$ cat src/design/valve_cmd_pkg.sv
// Constants shared by the valve command register bank and its helpers.
// Assumes a 10 MHz system clock and 16-bit register numbers on the port.
package valve_cmd_pkg;

	// ========================================================
	// Register numbers, as seen on the register access port.
	// ========================================================
	localparam logic [15:0] ADDR_TC_HOT_RESULT   = 16'h0082;
	localparam logic [15:0] ADDR_TC_COLD_RESULT  = 16'h0083;
	localparam logic [15:0] ADDR_FLUSH_STATUS    = 16'h0124;
	localparam logic [15:0] ADDR_USAGE_SINCE     = 16'h012A;
	localparam logic [15:0] ADDR_REC_FIRST_INDEX = 16'h0130;
	localparam logic [15:0] ADDR_REC_COUNT       = 16'h0131;
	localparam logic [15:0] ADDR_DISINF_ARM      = 16'h0132;
	localparam logic [15:0] ADDR_DISINF_TRIGGER  = 16'h0133;
	localparam logic [15:0] ADDR_DISINF_ABORT    = 16'h0134;
	localparam logic [15:0] ADDR_VALVE_RESET     = 16'h0135;
	localparam logic [15:0] ADDR_TC_TRIGGER      = 16'h0136;
	localparam logic [15:0] ADDR_VALVE_DISABLE   = 16'h0139;
	localparam logic [15:0] ADDR_TC_ARM          = 16'h013C;
	localparam logic [15:0] ADDR_DUTY_TRIGGER    = 16'h013F;
	localparam logic [15:0] ADDR_COLD_TRIGGER    = 16'h0140;
	localparam logic [15:0] ADDR_POST_COLD_TIME  = 16'h0156;
	localparam logic [15:0] ADDR_COLD_SCHED_TYPE = 16'h0159;
	localparam logic [15:0] ADDR_COLD_ACT_TIME   = 16'h015A;

	// ========================================================
	// Command keys and values.
	// ========================================================
	localparam logic [15:0] KEY_DISINFECTION = 16'h5452;
	localparam logic [15:0] KEY_TEMP_CHECK   = 16'h4354;
	localparam logic [15:0] KEY_DUTY_FLUSH   = 16'h4466;
	localparam logic [15:0] KEY_COLD_FLUSH   = 16'h6346;
	localparam logic [15:0] CMD_ONE          = 16'h0001;

	// ========================================================
	// Duty flush status codes.
	// ========================================================
	localparam logic [2:0] FLUSH_OK           = 3'h0;
	localparam logic [2:0] FLUSH_NO_HOT       = 3'h2;
	localparam logic [2:0] FLUSH_NO_FLOW      = 3'h3;
	localparam logic [2:0] FLUSH_CANCELLED    = 3'h4;
	localparam logic [2:0] FLUSH_NOT_REQUIRED = 3'h6;

	// ========================================================
	// Answer codes on the access port.
	// ========================================================
	localparam logic [7:0] EXC_NONE         = 8'h00;
	localparam logic [7:0] EXC_ILLEGAL_ADDR = 8'h02;
	localparam logic [7:0] EXC_ILLEGAL_DATA = 8'h03;

	// ========================================================
	// Limits, sizes and reset values.
	// ========================================================
	localparam logic [15:0] ACT_TIME_MAX      = 16'h059F;
	localparam logic [15:0] POST_COLD_MAX     = 16'h0258;
	localparam logic [15:0] REC_SLOTS         = 16'h0064;
	localparam logic [15:0] RST_WORD          = 16'h0000;
	localparam logic [15:0] COUNT_MAX         = 16'hFFFF;

	// ========================================================
	// Timing.
	// ========================================================
	localparam int SECOND_NS         = 1000000000;
	localparam int CLK_PERIOD_NS     = 100;
	localparam int CYCLES_PER_SECOND = SECOND_NS / CLK_PERIOD_NS;

	// Temperature check sequence states.
	typedef enum logic [1:0] {
		TC_IDLE = 2'b00,
		TC_HOT  = 2'b01,
		TC_COLD = 2'b10
	} tc_state_t;

	// True when a written word carries exactly the expected key.
	function automatic logic key_ok(input logic [15:0] data,
	                                input logic [15:0] key);
		key_ok = (data == key);
	endfunction

	// True when a written word lies within 0..max inclusive.
	function automatic logic in_range(input logic [15:0] data,
	                                  input logic [15:0] max);
		in_range = (data <= max);
	endfunction

endpackage

$ cat src/design/arm_trigger.sv
// One arm-then-trigger command pair with a keyed trigger word.
// Assumes write strobes are one-cycle pulses on the system clock.
`timescale 1ns/100ps
module arm_trigger
	import valve_cmd_pkg::*;
#(
	parameter logic [15:0] KEY = 16'h0000
) (
	input  wire logic        clk_sys,   // System clock.
	input  wire logic        rst,       // Synchronous reset, high.
	input  wire logic        ce,        // Clock enable.
	input  wire logic        arm_wr,    // Write to the arming register.
	input  wire logic        arm_allow, // Arming is permitted now.
	input  wire logic        trig_wr,   // Write to the trigger register.
	input  wire logic [15:0] trig_data, // Word written to the trigger.
	input  wire logic        cancel,    // Drop a pending arm.
	output logic             armed,     // Arm is pending.
	output logic             fire       // Trigger accepted this cycle.
);

	// ========================================================
	// State.
	// ========================================================
	typedef struct packed {
		logic armed; // Pending arm, waiting for its key.
	} arm_state_t;

	arm_state_t st;      // Registered state.
	arm_state_t next_st; // Next state.

	// The trigger fires only with the right key on an armed pair.
	assign fire  = trig_wr && st.armed && key_ok(trig_data, KEY);
	assign armed = st.armed;

	// Arming is one-shot: a fire or a cancel consumes it.
	always_comb begin
		next_st = st;
		if (fire || cancel) begin
			next_st.armed = 1'b0;
		end
		if (arm_wr && arm_allow) begin
			next_st.armed = 1'b1;
		end
	end

	// State register.
	always_ff @(posedge clk_sys) begin
		if (rst) begin
			st <= '0;
		end else if (ce) begin
			st <= next_st;
		end
	end

endmodule

$ cat src/design/usage_timer.sv
// Whole seconds of outlet activity since the last clear.
// Assumes the activity level comes from logic on the same clock.
`timescale 1ns/100ps
module usage_timer
	import valve_cmd_pkg::*;
#(
	parameter int CYCLES_PER_SEC = CYCLES_PER_SECOND
) (
	input  wire logic        clk_sys, // System clock.
	input  wire logic        rst,     // Synchronous reset, high.
	input  wire logic        ce,      // Clock enable.
	input  wire logic        active,  // Outlet is running water.
	input  wire logic        clear,   // Restart the count.
	output logic [15:0]      seconds  // Seconds counted, saturating.
);

	// ========================================================
	// State.
	// ========================================================
	typedef struct packed {
		logic [23:0] tick; // Cycles of activity in this second.
		logic [15:0] secs; // Whole seconds counted.
	} usage_state_t;

	usage_state_t st;      // Registered state.
	usage_state_t next_st; // Next state.

	assign seconds = st.secs;

	// Partial seconds carry over idle gaps, so short bursts add up.
	always_comb begin
		next_st = st;
		if (clear) begin
			next_st = '0;
		end else if (active) begin
			if (st.tick == 24'(CYCLES_PER_SEC - 1)) begin
				next_st.tick = '0;
				if (st.secs != COUNT_MAX) begin
					next_st.secs = st.secs + 16'h0001;
				end
			end else begin
				next_st.tick = st.tick + 24'h000001;
			end
		end
	end

	// State register.
	always_ff @(posedge clk_sys) begin
		if (rst) begin
			st <= '0;
		end else if (ce) begin
			st <= next_st;
		end
	end

endmodule

$ cat src/design/valve_command_register_map.sv
// Holding-register bank of a networked outlet valve: flush bookkeeping,
// keyed commands, valve disable and cold flush scheduling settings.
// Assumes serial framing sits outside and issues one-cycle register
// reads and writes on clk_sys; the valve controller shares the clock.
//
// Function
// - Status code 6 on skipped smart flush.
// - Read-only seconds of usage since flush.
// - Register holds index of latest flush record.
// - Register counts flush records written.
// - Disinfection arming accepted only when enabled.
// - Keyed trigger starts disinfection only when armed.
// - Writing one aborts running disinfection.
// - Writing one resets the valve.
// - Keyed temperature check trigger needs prior arm.
// - Check drives hot, cold, stores results.
// - Cold flush key triggers and commits settings.
// - Cold flush type disables or enables schedule.
// - Register holds cold flush activation minutes.
// - Status code 2 on warm-up timeout.
`timescale 1ns/100ps
module valve_command_register_map
	import valve_cmd_pkg::*;
#(
	parameter int CYCLES_PER_SEC = CYCLES_PER_SECOND
) (
	input  wire logic        clk_sys,          // System clock, 10 MHz.
	input  wire logic        rst,              // Synchronous reset.
	input  wire logic        ce,               // Clock enable.
	// Register access from the framing logic.
	input  wire logic        reg_rd,           // Read request pulse.
	input  wire logic        reg_wr,           // Write request pulse.
	input  wire logic [15:0] reg_addr,         // Register number.
	input  wire logic [15:0] reg_wdata,        // Write data.
	output logic [15:0]      reg_rdata,        // Read data.
	output logic             reg_ack,          // Answer pulse.
	output logic [7:0]       reg_exc,          // Answer code.
	// Status from the valve controller.
	input  wire logic        disinf_enabled,   // Disinfection configured.
	input  wire logic        disinf_done,      // Disinfection finished.
	input  wire logic        outlet_active,    // Water is running.
	input  wire logic        flush_end,        // Duty flush ended.
	input  wire logic        flush_skipped,    // Smart flush not needed.
	input  wire logic        flush_no_hot,     // Warm-up timed out.
	input  wire logic        flush_no_flow,    // No flow seen.
	input  wire logic        flush_cancelled,  // User interrupted.
	input  wire logic        tc_sample,        // Measurement ready.
	input  wire logic [15:0] tc_temp,          // Measured value.
	// Commands to the valve controller.
	output logic             disinf_start,     // Begin disinfection.
	output logic             disinf_stop,      // Abort disinfection.
	output logic             disinf_running,   // Disinfection active.
	output logic             valve_reset,      // Reset the valve.
	output logic             duty_flush_start, // Begin duty flush.
	output logic             cold_flush_start, // Begin cold flush.
	output logic             tc_drive_hot,     // Outlet at full hot.
	output logic             tc_drive_cold,    // Outlet at full cold.
	output logic             valve_disabled,   // Valve held disabled.
	output logic             cold_sched_on,    // Scheduling enabled.
	output logic [10:0]      cold_act_minutes, // Activation time.
	output logic [15:0]      post_cold_secs    // Post cold flush time.
);

	// ========================================================
	// State.
	// ========================================================
	typedef struct packed {
		logic [15:0] rdata;     // Read answer.
		logic        ack;       // Answer strobe.
		logic [7:0]  exc;       // Answer code.
		logic [2:0]  fstatus;   // Last duty flush outcome.
		logic [15:0] rec_index; // Slot of latest flush record.
		logic [15:0] rec_count; // Records written so far.
		logic        d_start;   // Disinfection start pulse.
		logic        d_stop;    // Disinfection abort pulse.
		logic        d_run;     // Disinfection running.
		logic        v_reset;   // Valve reset pulse.
		logic        duty_go;   // Duty flush start pulse.
		logic        cold_go;   // Cold flush start pulse.
		tc_state_t   tc;        // Temperature check phase.
		logic        tc_hot;    // Full hot drive.
		logic        tc_cold;   // Full cold drive.
		logic [15:0] tc_hot_r;  // Hot result.
		logic [15:0] tc_cold_r; // Cold result.
		logic        dis;       // Valve disable.
		logic [15:0] post_p;    // Pending post cold flush time.
		logic [15:0] post_c;    // Committed post cold flush time.
		logic        sched_p;   // Pending schedule type.
		logic        sched_c;   // Committed schedule type.
		logic [10:0] act_p;     // Pending activation minutes.
		logic [10:0] act_c;     // Committed activation minutes.
	} ctl_t;

	ctl_t st;      // Registered state.
	ctl_t next_st; // Next state.

	// ========================================================
	// Helpers.
	// ========================================================
	logic        wr_d_arm;   // Write to disinfection arm.
	logic        wr_d_trig;  // Write to disinfection trigger.
	logic        wr_tc_arm;  // Write to temperature check arm.
	logic        wr_tc_trig; // Write to temperature check trigger.
	logic        d_fire;     // Disinfection trigger accepted.
	logic        tc_fire;    // Temperature check trigger accepted.
	logic        d_armed;    // Disinfection armed.
	logic        tc_armed;   // Temperature check armed.
	logic [15:0] usage_s;    // Usage seconds.

	assign wr_d_arm   = reg_wr && (reg_addr == ADDR_DISINF_ARM);
	assign wr_d_trig  = reg_wr && (reg_addr == ADDR_DISINF_TRIGGER);
	assign wr_tc_arm  = reg_wr && (reg_addr == ADDR_TC_ARM);
	assign wr_tc_trig = reg_wr && (reg_addr == ADDR_TC_TRIGGER);

	// Disinfection pair; arming is refused unless configured.
	arm_trigger #(.KEY(KEY_DISINFECTION)) u_disinf_arm (
		.clk_sys   (clk_sys),
		.rst       (rst),
		.ce        (ce),
		.arm_wr    (wr_d_arm),
		.arm_allow (disinf_enabled),
		.trig_wr   (wr_d_trig),
		.trig_data (reg_wdata),
		.cancel    (st.d_stop),
		.armed     (d_armed),
		.fire      (d_fire)
	);

	// Temperature check pair; a busy check refuses a new arm.
	arm_trigger #(.KEY(KEY_TEMP_CHECK)) u_tcheck_arm (
		.clk_sys   (clk_sys),
		.rst       (rst),
		.ce        (ce),
		.arm_wr    (wr_tc_arm),
		.arm_allow (st.tc == TC_IDLE),
		.trig_wr   (wr_tc_trig),
		.trig_data (reg_wdata),
		.cancel    (1'b0),
		.armed     (tc_armed),
		.fire      (tc_fire)
	);

	// Usage clock restarts whenever a duty flush cycle ends.
	usage_timer #(.CYCLES_PER_SEC(CYCLES_PER_SEC)) u_usage (
		.clk_sys (clk_sys),
		.rst     (rst),
		.ce      (ce),
		.active  (outlet_active),
		.clear   (flush_end),
		.seconds (usage_s)
	);

	// ========================================================
	// Next-state logic.
	// ========================================================
	// Register access, controller events and command pulses. Pulses
	// last one cycle; a controller event in the cycle of a register
	// access is still taken, except a done pulse that meets a disinfection start.
	always_comb begin
		next_st         = st;
		next_st.ack     = 1'b0;
		next_st.d_start = 1'b0;
		next_st.d_stop  = 1'b0;
		next_st.v_reset = 1'b0;
		next_st.duty_go = 1'b0;
		next_st.cold_go = 1'b0;

		// Flush outcome and record bookkeeping.
		if (flush_end) begin
			if (flush_skipped) begin
				next_st.fstatus = FLUSH_NOT_REQUIRED;
			end else if (flush_no_hot) begin
				next_st.fstatus = FLUSH_NO_HOT;
			end else if (flush_no_flow) begin
				next_st.fstatus = FLUSH_NO_FLOW;
			end else if (flush_cancelled) begin
				next_st.fstatus = FLUSH_CANCELLED;
			end else begin
				next_st.fstatus = FLUSH_OK;
			end
			// The record list is circular; the index follows the newest.
			if (st.rec_count == RST_WORD) begin
				next_st.rec_index = RST_WORD;
			end else if (st.rec_index == REC_SLOTS - 16'h0001) begin
				next_st.rec_index = RST_WORD;
			end else begin
				next_st.rec_index = st.rec_index + 16'h0001;
			end
			if (st.rec_count != COUNT_MAX) begin
				next_st.rec_count = st.rec_count + 16'h0001;
			end
		end

		// Disinfection start and finish; start wins over a done pulse.
		if (disinf_done) begin
			next_st.d_run = 1'b0;
		end
		if (d_fire) begin
			next_st.d_start = 1'b1;
			next_st.d_run   = 1'b1;
		end

		// Temperature check: full hot, then full cold, one sample each.
		case (st.tc)
			TC_IDLE: begin
				if (tc_fire) begin
					next_st.tc     = TC_HOT;
					next_st.tc_hot = 1'b1;
				end
			end
			TC_HOT: begin
				if (tc_sample) begin
					next_st.tc_hot_r = tc_temp;
					next_st.tc       = TC_COLD;
					next_st.tc_hot   = 1'b0;
					next_st.tc_cold  = 1'b1;
				end
			end
			TC_COLD: begin
				if (tc_sample) begin
					next_st.tc_cold_r = tc_temp;
					next_st.tc        = TC_IDLE;
					next_st.tc_cold   = 1'b0;
				end
			end
			default: begin
				next_st.tc      = TC_IDLE;
				next_st.tc_hot  = 1'b0;
				next_st.tc_cold = 1'b0;
			end
		endcase

		// Register reads. Write-only registers read back as zero.
		if (reg_rd) begin
			next_st.ack   = 1'b1;
			next_st.exc   = EXC_NONE;
			next_st.rdata = RST_WORD;
			case (reg_addr)
				ADDR_TC_HOT_RESULT:   next_st.rdata = st.tc_hot_r;
				ADDR_TC_COLD_RESULT:  next_st.rdata = st.tc_cold_r;
				ADDR_FLUSH_STATUS:    next_st.rdata = {13'h0000, st.fstatus};
				ADDR_USAGE_SINCE:     next_st.rdata = usage_s;
				ADDR_REC_FIRST_INDEX: next_st.rdata = st.rec_index;
				ADDR_REC_COUNT:       next_st.rdata = st.rec_count;
				ADDR_VALVE_DISABLE:   next_st.rdata = {15'h0000, st.dis};
				ADDR_POST_COLD_TIME:  next_st.rdata = st.post_p;
				ADDR_COLD_SCHED_TYPE: next_st.rdata = {15'h0000, st.sched_p};
				ADDR_COLD_ACT_TIME:   next_st.rdata = {5'h00, st.act_p};
				ADDR_DISINF_ARM, ADDR_DISINF_TRIGGER, ADDR_DISINF_ABORT,
				ADDR_VALVE_RESET, ADDR_TC_TRIGGER, ADDR_TC_ARM,
				ADDR_DUTY_TRIGGER, ADDR_COLD_TRIGGER: begin
					next_st.rdata = RST_WORD;
				end
				default: next_st.exc = EXC_ILLEGAL_ADDR;
			endcase
		end

		// Register writes. A refused word changes nothing.
		if (reg_wr) begin
			next_st.ack   = 1'b1;
			next_st.exc   = EXC_NONE;
			next_st.rdata = RST_WORD;
			case (reg_addr)
				ADDR_DISINF_ARM: begin
					if (!disinf_enabled) begin
						next_st.exc = EXC_ILLEGAL_DATA;
					end
				end
				ADDR_DISINF_TRIGGER: begin
					if (!d_fire) begin
						next_st.exc = EXC_ILLEGAL_DATA;
					end
				end
				ADDR_DISINF_ABORT: begin
					if (reg_wdata == CMD_ONE) begin
						next_st.d_stop = st.d_run;
						next_st.d_run  = 1'b0;
					end else begin
						next_st.exc = EXC_ILLEGAL_DATA;
					end
				end
				ADDR_VALVE_RESET: begin
					if (reg_wdata == CMD_ONE) begin
						next_st.v_reset = 1'b1;
					end else begin
						next_st.exc = EXC_ILLEGAL_DATA;
					end
				end
				ADDR_TC_ARM: begin
					if (st.tc != TC_IDLE) begin
						next_st.exc = EXC_ILLEGAL_DATA;
					end
				end
				ADDR_TC_TRIGGER: begin
					if (!tc_fire) begin
						next_st.exc = EXC_ILLEGAL_DATA;
					end
				end
				ADDR_DUTY_TRIGGER: begin
					if (key_ok(reg_wdata, KEY_DUTY_FLUSH)) begin
						next_st.duty_go = 1'b1;
					end else begin
						next_st.exc = EXC_ILLEGAL_DATA;
					end
				end
				ADDR_COLD_TRIGGER: begin
					if (key_ok(reg_wdata, KEY_COLD_FLUSH)) begin
						next_st.cold_go = 1'b1;
						next_st.post_c  = st.post_p;
						next_st.sched_c = st.sched_p;
						next_st.act_c   = st.act_p;
					end else begin
						next_st.exc = EXC_ILLEGAL_DATA;
					end
				end
				ADDR_VALVE_DISABLE: begin
					if (in_range(reg_wdata, CMD_ONE)) begin
						next_st.dis = reg_wdata[0];
					end else begin
						next_st.exc = EXC_ILLEGAL_DATA;
					end
				end
				ADDR_POST_COLD_TIME: begin
					if (in_range(reg_wdata, POST_COLD_MAX)) begin
						next_st.post_p = reg_wdata;
					end else begin
						next_st.exc = EXC_ILLEGAL_DATA;
					end
				end
				ADDR_COLD_SCHED_TYPE: begin
					if (in_range(reg_wdata, CMD_ONE)) begin
						next_st.sched_p = reg_wdata[0];
					end else begin
						next_st.exc = EXC_ILLEGAL_DATA;
					end
				end
				ADDR_COLD_ACT_TIME: begin
					// Out-of-day minutes are refused rather than wrapped.
					if (in_range(reg_wdata, ACT_TIME_MAX)) begin
						next_st.act_p = reg_wdata[10:0];
					end else begin
						next_st.exc = EXC_ILLEGAL_DATA;
					end
				end
				default: next_st.exc = EXC_ILLEGAL_ADDR;
			endcase
		end
	end

	// ========================================================
	// State register and outputs.
	// ========================================================
	// All state freezes while the clock enable is low.
	always_ff @(posedge clk_sys) begin
		if (rst) begin
			st <= '0;
		end else if (ce) begin
			st <= next_st;
		end
	end

	assign reg_rdata        = st.rdata;
	assign reg_ack          = st.ack;
	assign reg_exc          = st.exc;
	assign disinf_start     = st.d_start;
	assign disinf_stop      = st.d_stop;
	assign disinf_running   = st.d_run;
	assign valve_reset      = st.v_reset;
	assign duty_flush_start = st.duty_go;
	assign cold_flush_start = st.cold_go;
	assign tc_drive_hot     = st.tc_hot;
	assign tc_drive_cold    = st.tc_cold;
	assign valve_disabled   = st.dis;
	assign cold_sched_on    = st.sched_c;
	assign cold_act_minutes = st.act_c;
	assign post_cold_secs   = st.post_c;

endmodule

$ cat config.mk
export PLATFORM = sky130hd
export DESIGN_NAME = valve_command_register_map
export DESIGN_NICKNAME = d
export VERILOG_FILES = /design/src/design/valve_cmd_pkg.sv /design/src/design/arm_trigger.sv /design/src/design/usage_timer.sv /design/src/design/valve_command_register_map.sv
export SDC_FILE = /design/constraint.sdc
export NUM_CORES = 1
export LEC_CHECK = 0
export ABC_AREA = 1
export ABC_CLOCK_PERIOD_IN_PS = 1900
export BUFFER_PORTS_ARGS = -buffer_cell sky130_fd_sc_hd__buf_2
export CAP_MARGIN = 5
export CORE_ASPECT_RATIO = 1.4
export CORE_MARGIN = 2
export CORE_UTILIZATION = 35
export CTS_BUF_LIST = sky130_fd_sc_hd__clkbuf_4 sky130_fd_sc_hd__clkbuf_8
export DETAILED_ROUTE_END_ITERATION = 8
export GPL_TIMING_DRIVEN = 0
export PLACE_DENSITY = 0.56
export SLEW_MARGIN = 20
export SYNTH_ARGS = -nofsm -noshare
export SYNTH_HDL_FRONTEND = slang
export SYNTH_SLANG_ARGS = --single-unit
$ cat constraint.sdc
create_clock -name clk_sys -period 1.9 [get_ports clk_sys]
set_clock_uncertainty 0.2 [all_clocks]
set_input_delay 0.38 -clock clk_sys [delete_from_list [all_inputs] [get_ports clk_sys]]
set_output_delay 0.38 -clock clk_sys [all_outputs]
set_load 0.01 [all_outputs]
==> results.py <==
metrics = {
    "die": {
        "rows": 76,
        "core_area_um2": 30600,
        "die_w_um": 152,
        "io_pins": 124,
        "dieArea_um2": 32300,
        "die_y_um": 212,
        "start_util": 0.353,
    },
    "clock_tree": {
        "clkSinkCount": 195,
        "worstSkewPairLatency_ps": 540,
        "clockRootBuffer": "clkbuf_8",
        "path_clk_slew_ps": 110,
        "ctsHtreeMaxLevel": 4,
        "cts_tree": "done",
        "clock_path_buffers": 2,
        "cts_buffers": 17,
    },
    "cells_and_area": {
        "layout.nets": 1870,
        "fillers": 3206,
        "finalInstanceArea_um2": 13800,
        "drive_gt1_frac": 0.263,
        "fin_util": 0.451,
        "syn_to_final_growth_pct": 28.0,
        "antennaDiodeCount": 0,
    },
    "power_and_ir_drop": {
        "ir_drop_mv": 0.443,
        "power_density_nw_per_um2": 564,
        "intPower_uw": 5510,
        "p_seq_frac": 0.527,
        "p_clk_frac": 0.375,
        "power_frac_comb": 0.098,
        "p_sw_frac": 0.293,
        "power_leakage_uw": 0.00557,
        "power_uw": 7790,
        "p_sw_uw": 2290,
    },
    "critical_path": {
        "critical_path_class": "flop to flop",
        "critical_path_arrival_ps": 2330,
        "crit_buf_inv": 3,
        "worstSetupEndpointType": "flop",
        "cpMaxStageDelayCell": "dfxtp_4",
        "slowest_delay_ps": 380,
        "path_delay_family": "simple AND/OR/NAND/NOR gates",
        "required_ps": 2160,
        "path_max_fanout": 6,
        "crit_path_start_kind": "flop",
        "crit_top_cell": "nand3_4",
        "cp_cell_sequence": "ha_4 -> nand3_4 -> nor4_4 -> nand4_1 -> nand2_2 -> nand3_4 -> inv_8 -> buf_12 -> buf_8 -> nand2_1 -> a21oi_2",
    },
    "detailed_routing": {
        "routed_wl_um": 38400,
        "drt_pass1_iterations": 7,
        "wl_per_cell_um": 17.4,
        "post-route-drc-count": 0,
        "detail-route-antenna-nets": 0,
        "vias": 11200,
        "vias_per_cell": 5.07,
        "drtIter0Drc": 754,
    },
    "run_status": {
        "violations": "negative setup slack",
        "status": "complete, but fails checks",
    },
    "yosys": {
        "synth_cells": 1582,
        "synth_top_area_cell": "dfxtp_1",
        "avgSynthCellArea_um2": 6.82,
        "synth_edf_count": 0,
        "yosysWarnings": 0,
        "synth_common_cells": "262 x nand2_1, 243 x nor2_1, 196 x inv_1",
        "yosys.cell_types.count": 50,
        "yosysMostFrequentCell": "nand2_1",
        "yosysSeqAreaShare": 0.362,
        "ys_seq_elements": 195,
        "syn_area_um2": 10800,
        "synth.area.top_cells": "dfxtp_1 36%, nand2_1 9.1%, nor2_1 8.4%",
        "ys.flop_type": "dfxtp_1",
        "synthArstFlopShare": 0,
        "synthDominantCellAreaShare": 0.362,
    },
    "placement": {
        "place_congestion": 0.946,
        "dp_hpwl_um": 29400,
        "io_buffers": 115,
        "place_area_um2": 11900,
    },
    "timing": {
        "max_freq_mhz": 482,
        "finalSetupViolCount": 25,
        "rsz0062_at_grt": "yes",
        "finalSetupTns_ps": -3050,
        "slew_headroom": 0.431,
        "fin_crit_ps": 2080,
        "maxSlewViolCount": 0,
        "worst_pin_slew_ps": 853,
        "finalCritPeriodShare": 1.09,
        "fin_ws_ps": -177,
        "hold_viol": 0,
    },
    "global_route": {
        "grt_pass1_vias": 10600,
        "overflow": 0,
        "grt_start_max_net_pins": 20,
        "grt_pass1_wl_um": 58100,
        "grt_antenna_before_repair": 0,
        "grt_usage": 0.231,
    },
    "hold_path": {
        "holdCritPathClass": "input port to flop",
    },
    "run": {
        "drv_cap": 0,
    },
}
registers in the layout, indices dropped and copies added, names as in the netlist:
| signal | cells |
|---|---|
| cold_act_minutes | 11 |
| cold_flush_start | 1 |
| cold_sched_on | 1 |
| disinf_running | 1 |
| disinf_start | 1 |
| disinf_stop | 1 |
| duty_flush_start | 1 |
| post_cold_secs | 16 |
| reg_ack | 1 |
| reg_exc | 2 |
| reg_rdata | 16 |
| st | 97 |
| tc_drive_cold | 1 |
| tc_drive_hot | 1 |
| u_disinf_arm.armed | 1 |
| u_tcheck_arm.armed | 1 |
| u_usage.seconds | 16 |
| u_usage.st | 24 |
| valve_disabled | 1 |
| valve_reset | 1 |
final cells by class:
class,instances,area [µm²],share of cell area
buffer,105,728,0.0527
clock buffer,18,248,0.0179
clock inverter,14,156,0.0113
inverter,211,826,0.0598
multi-input combinational,1076,6040,0.437
sequential,195,3950,0.286
tap,390,488,0.0353
timing repair buffer,197,1380,0.0995
per-layer routing:
metal / vias to the layer above / part of all wire / track usage
met5: - / 0 / 0
met4: 0 / 0.048 / 0.126
met3: 77 / 0.047 / 0.0256
met2: 347 / 0.49 / 0.402
met1: 5168 / 0.42 / 0.280
li1: 5588 / - / -
power by group through the flow:
| stage | Sequential [µW] | Clock (µW) | Combinational (µW) |
|---|---|---|---|
| floorplan | 4200 | 0 | 313 |
| global placement | 4210 | 0 | 575 |
| detailed placement | 4210 | 0 | 575 |
| CTS | 4110 | 2970 | 704 |
| global route | 4110 | 3120 | 819 |
| finish | 4110 | 2920 | 764 |
through the flow:
| step | setup slack (ps) | instances | hold WS [ps] |
|---|---|---|---|
| 6_report | -177 | 2206 | 11.5 |
| 5_1_grt | -311 | 2206 | 23.2 |
| 4_1_cts | -128 | 2178 | 0.105 |
| 3_5_place_dp | -820 | 2092 | 245 |
| 3_3_place_gp | -851 | 2092 | 240 |
| 2_1_floorplan | 7.56 | 1587 | 225 |
cells by family (layout without fill, tap and decap cells):
logic type / count (synthesis) / count (layout) / share of synthesized area
AOI/OAI and AO/OA: 315 / 315 / 0.168
buffers and inverters: 316 / 545 / 0.135
adders and majority gates: 5 / 5 / 0.00580
and+or+nand+nor: 732 / 732 / 0.314
DFF: 195 / 195 / 0.362
other: 1 / 6 / 0.000347
xor gates and xnor gates: 18 / 18 / 0.0146
cells in the final DEF, fill, tap and decap left out, types with 6 or more instances in the layout:
| cell type | synthesis | layout |
|---|---|---|
| dfxtp_2 | 0 | 10 |
| clkbuf_1 | 27 | 17 |
| a21oi_1 | 128 | 113 |
| nand3_2 | 16 | 19 |
| nand4_1 | 36 | 36 |
| nor3_2 | 3 | 9 |
| inv_1 | 196 | 187 |
| buf_4 | 59 | 93 |
| inv_6 | 0 | 7 |
| conb_1 | 1 | 6 |
| a211oi_2 | 8 | 8 |
| o21ai_1 | 3 | 6 |
| clkbuf_8 | 0 | 18 |
| dfxtp_1 | 195 | 175 |
| nor2_2 | 8 | 17 |
| clkbuf_2 | 0 | 10 |
| inv_2 | 11 | 14 |
| nor2_4 | 7 | 17 |
| nor3_1 | 48 | 35 |
| dlygate4sd3_1 | 0 | 37 |
| nand2_4 | 1 | 10 |
| nand2_1 | 262 | 243 |
| nand3_1 | 72 | 64 |
| inv_8 | 0 | 6 |
| buf_2 | 14 | 123 |
| nor2_1 | 243 | 224 |
| dfxtp_4 | 0 | 10 |
| nand3_4 | 3 | 8 |
| buf_6 | 3 | 13 |
| a21oi_2 | 4 | 19 |
| o22ai_1 | 22 | 19 |
| nor3_4 | 2 | 9 |
| nand2_2 | 5 | 15 |
| a211oi_1 | 38 | 38 |
| o21ai_0 | 96 | 89 |
| xor2_1 | 17 | 17 |
final timing paths:
kind	start	to	slack, ps	depth (start not counted)
max	u_usage.st[17]$_SDFFE_PP0P_	u_usage.seconds[12]$_SDFFE_PP0P_	-180	11
min	tc_sample	tc_drive_hot$_SDFFE_PP0P_	10	4
max reg2reg	u_usage.st[17]$_SDFFE_PP0P_	u_usage.seconds[12]$_SDFFE_PP0P_	-180	11
min reg2reg	st[55]$_SDFFE_PP0P_	st[55]$_SDFFE_PP0P_	260	2
worst register-to-register path, stage by stage (launching register included):
cell	delay, ps
dfxtp_4	380
ha_4	150
nand3_4	70
nor4_4	220
nand4_1	160
nand2_2	170
nand3_4	160
inv_8	130
buf_12	110
buf_8	100
nand2_1	60
a21oi_2	110
repair_timing:
item                                   in CTS  in global routing
resized for setup                          96                134
pin swaps                                  21                 39
cloned                                      2                  1
hold buffers                               37                  0
buffers inserted                           15                 27
setup endpoints to repair                  95                133
endpoints found under the hold margin      45                  0
Power figures use the tool's default switching activity.
